==> src/rom_timing_pkg.sv <==
// package: register indices, field layout and timing constants of the rom timing block
package rom_timing_pkg;

  // ---------------------------------------------------------------
  // register indices in the chip setup index space
  // ---------------------------------------------------------------
  localparam logic [7:0] IDX_SEL0_A = 8'h23;
  localparam logic [7:0] IDX_SEL0_B = 8'h24;
  localparam logic [7:0] IDX_SEL1_A = 8'h25;
  localparam logic [7:0] IDX_SEL1_B = 8'h26;
  localparam logic [7:0] IDX_SEL2_A = 8'h27;
  localparam logic [7:0] IDX_SEL2_B = 8'h28;

  // ---------------------------------------------------------------
  // field positions
  // ---------------------------------------------------------------
  // config a: [1:0] width code, [2] fast speed, [3] burst timing select,
  // [4] early chip select
  localparam int A_WIDTH_LO = 0;
  localparam int A_FAST     = 2;
  localparam int A_BURST    = 3;
  localparam int A_EARLY    = 4;
  // config b: [3:0] first access wait count, [7:4] burst wait count
  localparam int B_FIRST_LO = 0;
  localparam int B_BURST_LO = 4;

  localparam logic [7:0] RST_CFG_A = 8'h00;
  localparam logic [7:0] RST_CFG_B = 8'h00;

  // ---------------------------------------------------------------
  // timing
  // ---------------------------------------------------------------
  localparam int SYS_CLK_MHZ   = 25;
  localparam int FAST_MAX_MHZ  = 33;
  localparam int BURST_MIN_NS  = 30;
  localparam int SYS_PERIOD_NS = 1000 / SYS_CLK_MHZ;
  // least burst address hold, rounded up, at least one cycle
  localparam int BURST_MIN_CYC_RAW =
    (BURST_MIN_NS + SYS_PERIOD_NS - 1) / SYS_PERIOD_NS;
  localparam int BURST_MIN_CYC =
    (BURST_MIN_CYC_RAW < 1) ? 1 : BURST_MIN_CYC_RAW;
  // fast access divider so the rate never passes the cap
  localparam int FAST_DIV_RAW =
    (SYS_CLK_MHZ + FAST_MAX_MHZ - 1) / FAST_MAX_MHZ;
  localparam int FAST_DIV = (FAST_DIV_RAW < 1) ? 1 : FAST_DIV_RAW;
  // isa-style base length of a normal-speed strobe, in rom clocks
  localparam int NORMAL_CYC = 4;

  localparam logic [1:0] WIDTH_16 = 2'b10;
  localparam logic [1:0] WIDTH_32 = 2'b11;

  typedef struct packed {
    logic [7:0] cfg_a;
    logic [7:0] cfg_b;
  } sel_cfg_t;

  typedef struct packed {
    logic       valid;
    logic       write;
    logic       isa;
    logic       cacheable;
    logic       line_fill;
    logic [1:0] sel;
    logic [3:0] addr_low;
  } cpu_req_t;

endpackage : rom_timing_pkg

==> src/rom_flash_access_timing.sv <==
// rom/flash chip select timing: speed modes, wait states, bursts, events
module rom_flash_access_timing #(
  parameter int NUM_SEL = 3
) (
  input  wire logic                    clk_sys,
  input  wire logic                    sys_rst,
  // chip setup register port
  input  wire logic                    reg_wr,
  input  wire logic [7:0]              reg_index,
  input  wire logic [7:0]              reg_wdata,
  output logic      [7:0]              reg_rdata,
  // cpu side
  input  wire rom_timing_pkg::cpu_req_t cpu_req,
  input  wire logic                    cpu_cache_en,
  output logic                         cpu_ready,
  // external pins
  input  wire logic                    iochrdy_pin,
  output logic [NUM_SEL-1:0]           rom_chip_select_n,
  output logic                         rom_read_strobe,
  output logic                         rom_write_strobe,
  output logic [3:0]                   system_address_low,
  output logic                         wide_buffer_output_enable,
  // power management
  output logic                         rom_access_event,
  output logic                         rom_clk_enable
);

  // ---------------------------------------------------------------
  // state
  // ---------------------------------------------------------------
  typedef enum logic [2:0] {
    ST_IDLE, ST_SETUP, ST_WAIT, ST_STROBE, ST_NEXT, ST_DONE
  } phase_t;

  typedef struct packed {
    rom_timing_pkg::sel_cfg_t [NUM_SEL-1:0] cfg;
    phase_t                  phase;
    logic [1:0]              sel;
    logic                    write;
    logic                    fast;
    logic                    early;
    logic                    burst;
    logic                    hold;
    logic [3:0]              addr;
    logic [3:0]              beat_left;
    logic [4:0]              cnt;
    logic [1:0]              div;
    logic [1:0]              rdy_s1;
    logic                    rdy_s2;
    logic [NUM_SEL-1:0]      cs_n;
    logic                    rd;
    logic                    wr;
    logic                    done;
    logic                    event_out;
    logic                    qual_prev;
    logic                    wide_oe;
    logic [7:0]              rdata;
  } state_t;

  state_t s_r;
  state_t s_nxt;

  // ---------------------------------------------------------------
  // helpers
  // ---------------------------------------------------------------
  function automatic logic is_wide(input logic [7:0] a);
    is_wide = (a[rom_timing_pkg::A_WIDTH_LO +: 2] ==
               rom_timing_pkg::WIDTH_32);
  endfunction

  function automatic logic is_fast(input logic [7:0] a);
    is_fast = a[rom_timing_pkg::A_FAST] | is_wide(a);
  endfunction

  function automatic logic is_narrow(input logic [7:0] a);
    is_narrow = !is_wide(a);
  endfunction

  // wait count for the access now starting
  function automatic logic [4:0] wait_of(input logic [7:0] b,
                                         input logic       later_burst);
    if (later_burst) begin
      wait_of = {1'b0, b[rom_timing_pkg::B_BURST_LO +: 4]};
    end else begin
      wait_of = {1'b0, b[rom_timing_pkg::B_FIRST_LO +: 4]};
    end
  endfunction

  localparam logic [4:0] NORMAL_LEN  = 5'(rom_timing_pkg::NORMAL_CYC);
  localparam logic [1:0] FAST_DIV_M1 = 2'(rom_timing_pkg::FAST_DIV - 1);
  localparam logic [4:0] BURST_MIN   = 5'(rom_timing_pkg::BURST_MIN_CYC);

  logic [7:0] cur_a;
  logic [7:0] cur_b;
  logic       rom_edge;
  logic       qual_now;
  logic       any_wide;

  always_comb begin
    cur_a    = s_r.cfg[s_r.sel].cfg_a;
    cur_b    = s_r.cfg[s_r.sel].cfg_b;
    rom_edge = (s_r.div == '0);
    any_wide = is_wide(s_r.cfg[0].cfg_a);
    qual_now = (s_r.cs_n != '1) && (s_r.rd || s_r.wr);
  end

  // ---------------------------------------------------------------
  // next state
  // ---------------------------------------------------------------
  always_comb begin
    s_nxt           = s_r;
    s_nxt.done      = 1'b0;
    s_nxt.rdy_s1    = {s_r.rdy_s1[0], iochrdy_pin};
    s_nxt.rdy_s2    = s_r.rdy_s1[1];
    s_nxt.qual_prev = qual_now;
    s_nxt.event_out = qual_now && !s_r.qual_prev;
    s_nxt.div       = (s_r.div == FAST_DIV_M1) ? 2'h0 : s_r.div + 2'h1;

    // register port
    if (reg_wr) begin
      for (int i = 0; i < NUM_SEL; i++) begin
        if (reg_index == rom_timing_pkg::IDX_SEL0_A + 8'(2 * i)) begin
          s_nxt.cfg[i].cfg_a = reg_wdata;
        end else if (reg_index == rom_timing_pkg::IDX_SEL0_B + 8'(2 * i))
        begin
          s_nxt.cfg[i].cfg_b = reg_wdata;
        end
      end
    end
    s_nxt.rdata = 8'h00;
    for (int i = 0; i < NUM_SEL; i++) begin
      if (reg_index == rom_timing_pkg::IDX_SEL0_A + 8'(2 * i)) begin
        s_nxt.rdata = s_r.cfg[i].cfg_a;
      end else if (reg_index == rom_timing_pkg::IDX_SEL0_B + 8'(2 * i)) begin
        s_nxt.rdata = s_r.cfg[i].cfg_b;
      end
    end

    case (s_r.phase)
      ST_IDLE: begin
        s_nxt.cs_n = '1;
        s_nxt.rd   = 1'b0;
        s_nxt.wr   = 1'b0;
        if (cpu_req.valid && !cpu_req.isa) begin
          s_nxt.sel   = cpu_req.sel;
          s_nxt.write = cpu_req.write;
          s_nxt.addr  = cpu_req.addr_low;
          s_nxt.fast  = is_fast(s_r.cfg[cpu_req.sel].cfg_a);
          s_nxt.early = s_r.cfg[cpu_req.sel].cfg_a[rom_timing_pkg::A_EARLY];
          s_nxt.burst = cpu_req.line_fill && !cpu_req.write &&
                        (cpu_req.addr_low == 4'h0) &&
                        s_r.cfg[cpu_req.sel].cfg_a[rom_timing_pkg::A_BURST];
          s_nxt.hold  = !cpu_req.write && cpu_req.cacheable &&
                        cpu_cache_en && (cpu_req.addr_low[1:0] == 2'b00) &&
                        is_narrow(s_r.cfg[cpu_req.sel].cfg_a);
          s_nxt.beat_left = cpu_req.line_fill ? 4'hf :
                            {2'b00, 2'b11};
          s_nxt.phase = ST_SETUP;
          if (s_r.cfg[cpu_req.sel].cfg_a[rom_timing_pkg::A_EARLY]) begin
            s_nxt.cs_n[cpu_req.sel] = 1'b0;
          end
        end
      end
      ST_SETUP: begin
        if (rom_edge) begin
          s_nxt.cs_n[s_r.sel] = 1'b0;
          s_nxt.rd            = !s_r.write;
          s_nxt.wr            = s_r.write;
          s_nxt.cnt = s_r.fast ? wait_of(cur_b, 1'b0)
                               : NORMAL_LEN;
          s_nxt.phase = ST_WAIT;
        end
      end
      ST_WAIT: begin
        if (rom_edge) begin
          if (s_r.cnt != 5'h00) begin
            s_nxt.cnt = s_r.cnt - 5'h01;
          end else if (s_r.fast || s_r.rdy_s2) begin
            s_nxt.phase = ST_STROBE;
          end
        end
      end
      ST_STROBE: begin
        if (rom_edge) begin
          if (s_r.beat_left != 4'h0 && (s_r.hold || s_r.burst)) begin
            s_nxt.addr      = s_r.addr + 4'h1;
            s_nxt.beat_left = s_r.beat_left - 4'h1;
            if (s_r.burst) begin
              s_nxt.cnt = wait_of(cur_b, 1'b1);
              if (s_nxt.cnt < BURST_MIN) begin
                s_nxt.cnt = BURST_MIN - 5'h01;
              end
            end else begin
              s_nxt.cnt = wait_of(cur_b, 1'b0);
            end
            s_nxt.phase = ST_WAIT;
          end else begin
            s_nxt.cs_n  = '1;
            s_nxt.rd    = 1'b0;
            s_nxt.wr    = 1'b0;
            s_nxt.phase = ST_DONE;
          end
        end
      end
      ST_DONE: begin
        s_nxt.done  = 1'b1;
        s_nxt.phase = ST_IDLE;
      end
      default: begin
        s_nxt.phase = ST_IDLE;
      end
    endcase

    s_nxt.wide_oe = any_wide && (s_nxt.cs_n != '1) &&
                    is_wide(s_r.cfg[s_nxt.sel].cfg_a);

    if (sys_rst) begin
      for (int i = 0; i < NUM_SEL; i++) begin
        s_nxt.cfg[i].cfg_a = rom_timing_pkg::RST_CFG_A;
        s_nxt.cfg[i].cfg_b = rom_timing_pkg::RST_CFG_B;
      end
      s_nxt.phase     = ST_IDLE;
      s_nxt.sel       = 2'h0;
      s_nxt.write     = 1'b0;
      s_nxt.fast      = 1'b0;
      s_nxt.early     = 1'b0;
      s_nxt.burst     = 1'b0;
      s_nxt.hold      = 1'b0;
      s_nxt.addr      = 4'h0;
      s_nxt.beat_left = 4'h0;
      s_nxt.cnt       = 5'h00;
      s_nxt.div       = 2'h0;
      s_nxt.rdy_s1    = 2'h0;
      s_nxt.rdy_s2    = 1'b0;
      s_nxt.cs_n      = '1;
      s_nxt.rd        = 1'b0;
      s_nxt.wr        = 1'b0;
      s_nxt.done      = 1'b0;
      s_nxt.event_out = 1'b0;
      s_nxt.qual_prev = 1'b0;
      s_nxt.wide_oe   = 1'b0;
      s_nxt.rdata     = 8'h00;
    end
  end

  always_ff @(posedge clk_sys) begin
    s_r <= s_nxt;
  end

  // ---------------------------------------------------------------
  // outputs
  // ---------------------------------------------------------------
  assign reg_rdata                 = s_r.rdata;
  assign cpu_ready                 = s_r.done;
  assign rom_chip_select_n         = s_r.cs_n;
  assign rom_read_strobe           = s_r.rd;
  assign rom_write_strobe          = s_r.wr;
  assign system_address_low        = s_r.addr;
  assign wide_buffer_output_enable = s_r.wide_oe;
  assign rom_access_event          = s_r.event_out;
  assign rom_clk_enable            = (s_r.phase != ST_IDLE);

endmodule // rom_flash_access_timing

==> config.mk <==
export PLATFORM = sky130hd
export DESIGN_NAME = rom_flash_access_timing
export DESIGN_NICKNAME = d
export VERILOG_FILES = /design/src/rom_timing_pkg.sv /design/src/rom_flash_access_timing.sv
export SDC_FILE = /design/constraint.sdc
export NUM_CORES = 1
export LEC_CHECK = 0
export ABC_AREA = 1
export BUFFER_PORTS_ARGS = -buffer_cell sky130_fd_sc_hd__buf_2
export CAP_MARGIN = 10
export CORE_MARGIN = 3
export CORE_UTILIZATION = 30
export DETAILED_ROUTE_END_ITERATION = 6
export MAX_ROUTING_LAYER = met4
export PLACE_DENSITY = 0.54
export SETUP_SLACK_MARGIN = 0.1
export SLEW_MARGIN = 30
export SYNTH_ARGS = -nofsm -noshare
export SYNTH_HDL_FRONTEND = slang
export SYNTH_SLANG_ARGS = --single-unit
==> constraint.sdc <==
create_clock -name clk_sys -period 2.2 [get_ports clk_sys]
set_clock_uncertainty 0.1 [all_clocks]
set_input_delay 0.22 -clock clk_sys [delete_from_list [all_inputs] [get_ports clk_sys]]
set_output_delay 0.22 -clock clk_sys [all_outputs]
set_load 0.01 [all_outputs]
# Word level (Yosys, flattened, before mapping)
# Index checks and enable logic that the tools add are counted.
[op_classes]
n_addsub = 4
order_cmp = 6
eq_ne = 24
n_mux = 47
n_bitwise = 7
n_reduce_logical = 45
[ops]
columns = ["operator", "count"]
rows = [
  ["$bmux 16 s2", 3],
  ["$mux 5", 12],
  ["$mux 8", 7],
  ["$eq 8x6->1 const B", 6],
  ["$mux 13", 3],
  ["$pmux 5 s3", 2],
  ["$mux 3", 8],
  ["$mux 18", 1],
  ["$ne 2x2->1 const B", 9],
  ["$pmux 8 s2", 1],
  ["$logic_and 1x1->1", 15],
  ["$pmux 3 s4", 1],
  ["$reduce_and 6->1", 2],
  ["$mux 10", 1],
  ["$lt 2x3->1 const B", 3],
  ["$reduce_and 3->1", 3],
  ["$reduce_bool 3->1", 3],
  ["$mux 4", 2],
  ["$reduce_and 2->1", 4],
  ["$reduce_and 4->1", 2],
  ["$mux 7", 1],
  ["$eq 2x2->1 const B", 3],
  ["$eq 3x2->1 const B", 2],
  ["$ne 3x3->1 const B", 2],
  ["other kinds (23)", 37],
]
[totals]
ff_bits = 93
in_bits = 32
word_cells = 160

# Logic depth before layout (Yosys ltp)
[logic_depth]
word_depth = 12
mapped_depth = 12
depth_no_buf = 12

# Worst setup path after synthesis
# OpenSTA, ideal clock, no wires.
[synth_timing]
path_kind = "reg-to-reg"
from = "register s_r[36] (netlist name)"
to = "register s_r (netlist bit system_address_low[3])"
setup_ns = 0.123
arrival_time_ns = 1.310
t_required_ns = 1.977
path_slack_ns = 0.667
path_stages_with_launch = 10
path_buffers = 2
path_cell_list = "dfxtp_1 buf_2 or2_2 nand2_1 nand2_1 nand2_1 nor2_2 buf_4 o21ai_1 a31oi_1"
[synth_between]
elab_chain_cells = 4
[synth_rtl]
columns = ["item", "line", "source"]
rows = [
  ["from (decl)", "rom_flash_access_timing.sv:60", "state_t s_r;"],
  ["from (signal assigned)", "rom_flash_access_timing.sv:247", "s_r <= s_nxt;"],
  ["$logic_or 1x1->1", "rom_flash_access_timing.sv:185", "if (s_r.beat_left != 4'h0 && (s_r.hold || s_r.burst)) begin"],
  ["$logic_and 1x1->1", "rom_flash_access_timing.sv:185", ""],
  ["$ne 2x2->1 (no source line)", "--", ""],
  ["$reduce_and 4->1 (no source line)", "--", ""],
]
# No other way between the ends.
# A chain may end at the register's enable or synchronous reset.

# Worst setup path in the final report
[layout_timing]
from = "register s_r[43] (netlist name)"
to = "register s_r (netlist bit wide_buffer_output_enable)"
[layout_between]
elab_chain_cells = 6
[layout_rtl]
columns = ["item", "line", "source"]
rows = [
  ["$logic_not 3->1", "rom_flash_access_timing.sv:139", "case (s_r.phase)"],
  ["$mux 7", "rom_flash_access_timing.sv:139", ""],
  ["$bmux 16 s2", "rom_flash_access_timing.sv:215", "is_wide(s_r.cfg[s_nxt.sel].cfg_a);"],
  ["$mux 10 (not written as such)", "rom_flash_access_timing.sv:215", ""],
  ["$eq 2x2->1", "rom_flash_access_timing.sv:67", "is_wide = (a[rom_timing_pkg::A_WIDTH_LO +: 2] =="],
  ["$logic_and 1x1->1 (*)", "rom_flash_access_timing.sv:214", "s_nxt.wide_oe = any_wide && (s_nxt.cs_n != '1) &&"],
]
# Mark *: on every way between the ends. The rest lies on a longest branch, timed or not. The select of a mux whose other input is x is not followed.

==> metrics.md <==
| Metric | Value |
|---|---|
| Register-to-Register Setup Slack | `0.42 ns` |
| Comb power frac | `7.9%` |
| Pwr dens | `663 mW/mm²` |
| Fraction of synthesis flops using an asynchronous set or reset pin | `0%` |
| Total Routed Length | `13900 µm` |
| R2R depth | `10` |
| Maximum number of pins on one net before global-route repair | `22` |
| Maximum cell stage delay along the critical path | `0.38 ns` |
| Initial Util | `30.8%` |
| CTS tree | `built` |
| Number of hold-slack violations in the final timing report | `0` |
| Number of slew-limit violations in the final report | `0` |
| Total power | `3.65 mW` |
| Port bufs | `52` |
| Switching power share of the total | `23.7%` |
| Seq/Total Area, Yosys | `39.0%` |
| Number of vias after detailed routing | `4469` |
| Total of flip-flops plus latches after synthesis | `92` |
| P&R area growth vs syn | `16.7%` |
| Max-capacitance violation count | `0` |
| Most frequent cell on the critical path | `sky130_fd_sc_hd__inv_1` |
| Global-route usage over all layers | `16.9%` |
| Total clock buffers created by CTS | `9` |
| Number of top-level design ports | `53` |
| Minimum clock period | `1.78 ns` |
| Synthesized net count | `722` |
| TritonCTS sink count | `92` |
| CP required | `2.35 ns` |
| Area of the die | `0.0173 mm²` |
| Maximum number of buffers from clock root to sink | `2` |
| Average detailed-routed wire length per instance | `14.7 µm` |
| Core outline area | `0.0153 mm²` |
| Sequential share of power | `46.8%` |
| Worst Setup Start Kind | `flop` |
| RSZ-0062 raised after global routing | `no` |
| Setup repair bufs after CTS | `0` |
| Cells after synthesis | `686` |
| Number of search-and-repair iterations in the first detailed-routing pass | `5` |
| Headroom to the max-slew limit | `60.2%` |
| Clock latency of the later-clocked register in the worst-skew pair | `0.35 ns` |
| Remaining global-route overflow | `0` |
| Post-DRT Antenna Nets | `0` |
| Capturing point of the worst reg2reg path | `wide_buffer_output_enable$_SDFF_PP0_` |
| Hold EP | `system_address_low[1]$_SDFFE_PP0P_` |
| Worst hold path class | `in -> reg` |
| Leakage power figure | `2.29 nW` |
| Highest achievable clock rate | `563 MHz` |
| Clock transition at path regs | `0.06 ns` |
| Die outline width | `131 µm` |
| FP Rows | `45` |
| Count of inserted antenna diode cells | `0` |
| CTS root buf | `sky130_fd_sc_hd__clkbuf_16` |
| Global-route wire length before repair | `22600 µm` |
| Average cell area after synthesis | `6.88 µm²` |
| Antenna violations before repair | `0` |
| Final weighted congestion of routability-driven global placement | `0.907` |
| Height of the die | `131 µm` |
| Cells on Worst Hold Path | `3` |
| Crit-path cells | `nor2_2 -> nand2_2 -> nor2_4 -> inv_1 -> o21ai_1 -> nand2_1 -> inv_1 -> nor2_1 -> nand2_1 -> inv_1` |
| Slowest cell on the critical path | `sky130_fd_sc_hd__dfxtp_1` |
| H-tree levels | `3` |
| Data arrival at the endpoint of the critical path | `1.93 ns` |
| Int Pwr | `2.78 mW` |
| Share of the cycle needed by the critical path after routing | `80.7%` |
| Sw Pwr | `863 µW` |
| Iter 0 DRT Violations | `438` |
| Reg-to-Reg Start | `s_r[43]$_SDFFE_PP0P_` |
| Worst setup path class | `reg -> reg` |
| Power share of the clock group | `45.3%` |
| Slew at the pin closest to its max-slew limit | `0.591 ns` |
| Final Net Count | `767` |
| Setup Total Neg Slack | `0 ns` |
| Share of final-layout standard cells stronger than drive strength 1 | `16.4%` |
| Peak VDD IR | `0.352 mV` |
| Maximum fanout count along the critical path | `7` |
| Total of warnings raised by yosys | `0` |
| DP HPWL | `10500 µm` |
| Final routed DRC violation total | `0` |
| Via count of the first global-routing pass | `4178` |
| Outcome | `completed` |
| Synth Cell Area | `0.00472 mm²` |
| HP Start | `cpu_req[1]` |
| Flip-flop cell with the highest count after synthesis | `sky130_fd_sc_hd__dfxtp_1` |
| Number of setup violations in the final report | `0` |
| Vias per cell | `4.72` |
| Kind of capture point of the worst setup path | `flop` |
| Cell variety after synth | `36` |
| Count of flip-flops with a built-in enable after synthesis | `0` |
worst max path at each step:
stage | from | to | slack (ns) | depth (start not counted)
after floorplan | s_r[36]$_SDFFE_PP0P_ | system_address_low[3]$_SDFFE_PP0P_ | 0.67 | 9
after global placement | cpu_req[8] | wide_buffer_output_enable$_SDFF_PP0_ | 0.40 | 11
after detailed placement | cpu_req[8] | wide_buffer_output_enable$_SDFF_PP0_ | 0.38 | 11
after CTS | s_r[43]$_SDFFE_PP0P_ | wide_buffer_output_enable$_SDFF_PP0_ | 0.42 | 10
after global routing | s_r[23]$_SDFFE_PP0P_ | s_r[43]$_SDFFE_PP0P_ | 0.28 | 10
final | s_r[43]$_SDFFE_PP0P_ | wide_buffer_output_enable$_SDFF_PP0_ | 0.42 | 10
stage by stage:
step	hold slack [ns]	setup slack [ns]	instance area, µm²	instances	util [%]
5_1_grt	0.0403	0.280	5500	947	35.9
4_1_cts	0.0327	0.416	5500	947	35.9
6_report	0.0462	0.425	5500	947	35.9
3_3_place_gp	0.285	0.403	5180	930	33.8
3_5_place_dp	0.290	0.382	5180	930	33.8
2_1_floorplan	0.227	0.667	4720	686	-
worst max-delay path: cells and delay by family (launching register included):
family	cells	cell delay [ns]
DFF	1	0.38
buffers and inverters	3	0.28
and+or+nand+nor	6	0.73
AOI/OAI and AO/OA	1	0.20
metal layers:
metal | share of wire [%] | global-route usage, % | wire length (µm) | vias to the layer above
met5 | 0 | - | 0 | -
met4 | 1.3 | 5.19 | 178 | 0
met3 | 4.4 | 2.95 | 617 | 11
met2 | 43 | 24.0 | 5920 | 120
met1 | 52 | 24.4 | 7190 | 1998
li1 | - | - | - | 2340
cell usage in the layout, fill, tap and decap left out, drive strengths merged, types with 4 or more instances in the layout:
cell type	Yosys	final
a31oi	7	7
nand4	11	11
dfxtp	92	92
clkbuf	10	12
buf	28	71
ha	4	4
inv	94	94
o211ai	9	9
a21oi	62	62
nor2	70	70
o21ai	85	85
nand2	127	127
nand3	50	50
nor3	19	19
cells in the mapped netlist, types with 2 or more instances:
master                       n  share of area, %
sky130_fd_sc_hd__nand2_1   119               9.5
sky130_fd_sc_hd__dfxtp_1    92                39
sky130_fd_sc_hd__inv_1      84               6.7
sky130_fd_sc_hd__o21ai_0    69               7.3
sky130_fd_sc_hd__nor2_1     64               5.1
sky130_fd_sc_hd__a21oi_1    62               6.6
sky130_fd_sc_hd__nand3_1    47               5.0
sky130_fd_sc_hd__buf_4      19               3.0
sky130_fd_sc_hd__o21ai_1    16               1.7
sky130_fd_sc_hd__nor3_1     14               1.5
sky130_fd_sc_hd__nand4_1    11               1.5
sky130_fd_sc_hd__clkbuf_1   10              0.80
sky130_fd_sc_hd__inv_2      10              0.80
sky130_fd_sc_hd__buf_2       9              0.95
sky130_fd_sc_hd__nand2_2     8               1.1
sky130_fd_sc_hd__o211ai_1    8               1.3
sky130_fd_sc_hd__a31oi_1     7              0.93
sky130_fd_sc_hd__nor2_2      5              0.66
sky130_fd_sc_hd__ha_1        4               1.1
sky130_fd_sc_hd__nor3_4      4               1.4
sky130_fd_sc_hd__nand3b_1    3              0.48
sky130_fd_sc_hd__nor4_1      3              0.40
sky130_fd_sc_hd__or2_2       3              0.40
sky130_fd_sc_hd__nand3_2     2              0.42
sky130_fd_sc_hd__xor2_1      2              0.37
sequential cells by signal (all words and copies together), names as in the netlist:
signal / flops
rom_access_event: 1
wide_buffer_output_enable: 1
cpu_ready: 1
s_r: 72
reg_rdata: 8
system_address_low: 4
rom_chip_select_n: 3
rom_write_strobe: 1
rom_read_strobe: 1
what timing repair did:
action,in CTS,in global routing
hold buffers,1,0
hold endpoints to repair,1,0
resized for setup,0,0
power by group through the flow:
stage	clock, mW	sequential, mW	combinational, mW
6_report	1.65	1.71	0.287
5_1_grt	1.76	1.71	0.322
4_1_cts	1.69	1.71	0.287
3_5_place_dp	0	1.74	0.284
3_3_place_gp	0	1.74	0.286
2_1_floorplan	0	1.74	0.177
area by class of cell:
cell class              instances  area, µm²
fillers                      1713       9810
multi-input cells             461       2290
flip-flops and latches         92       1840
repair buffers                 72        438
inverters                      95        357
well taps                     211        264
clock buffers                  12        236
clock inverters                 4       73.8
kinds of logic after synthesis:
| kind of cell | synth area share (%) |
|---|---|
| compound gates | 18.6 |
| xor+xnor | 0.371 |
| fa+ha+maj | 1.06 |
| buf+inv | 12.3 |
| flops | 39.0 |
| simple gates | 28.6 |
Note: power is estimated with default switching activity, not from simulation.
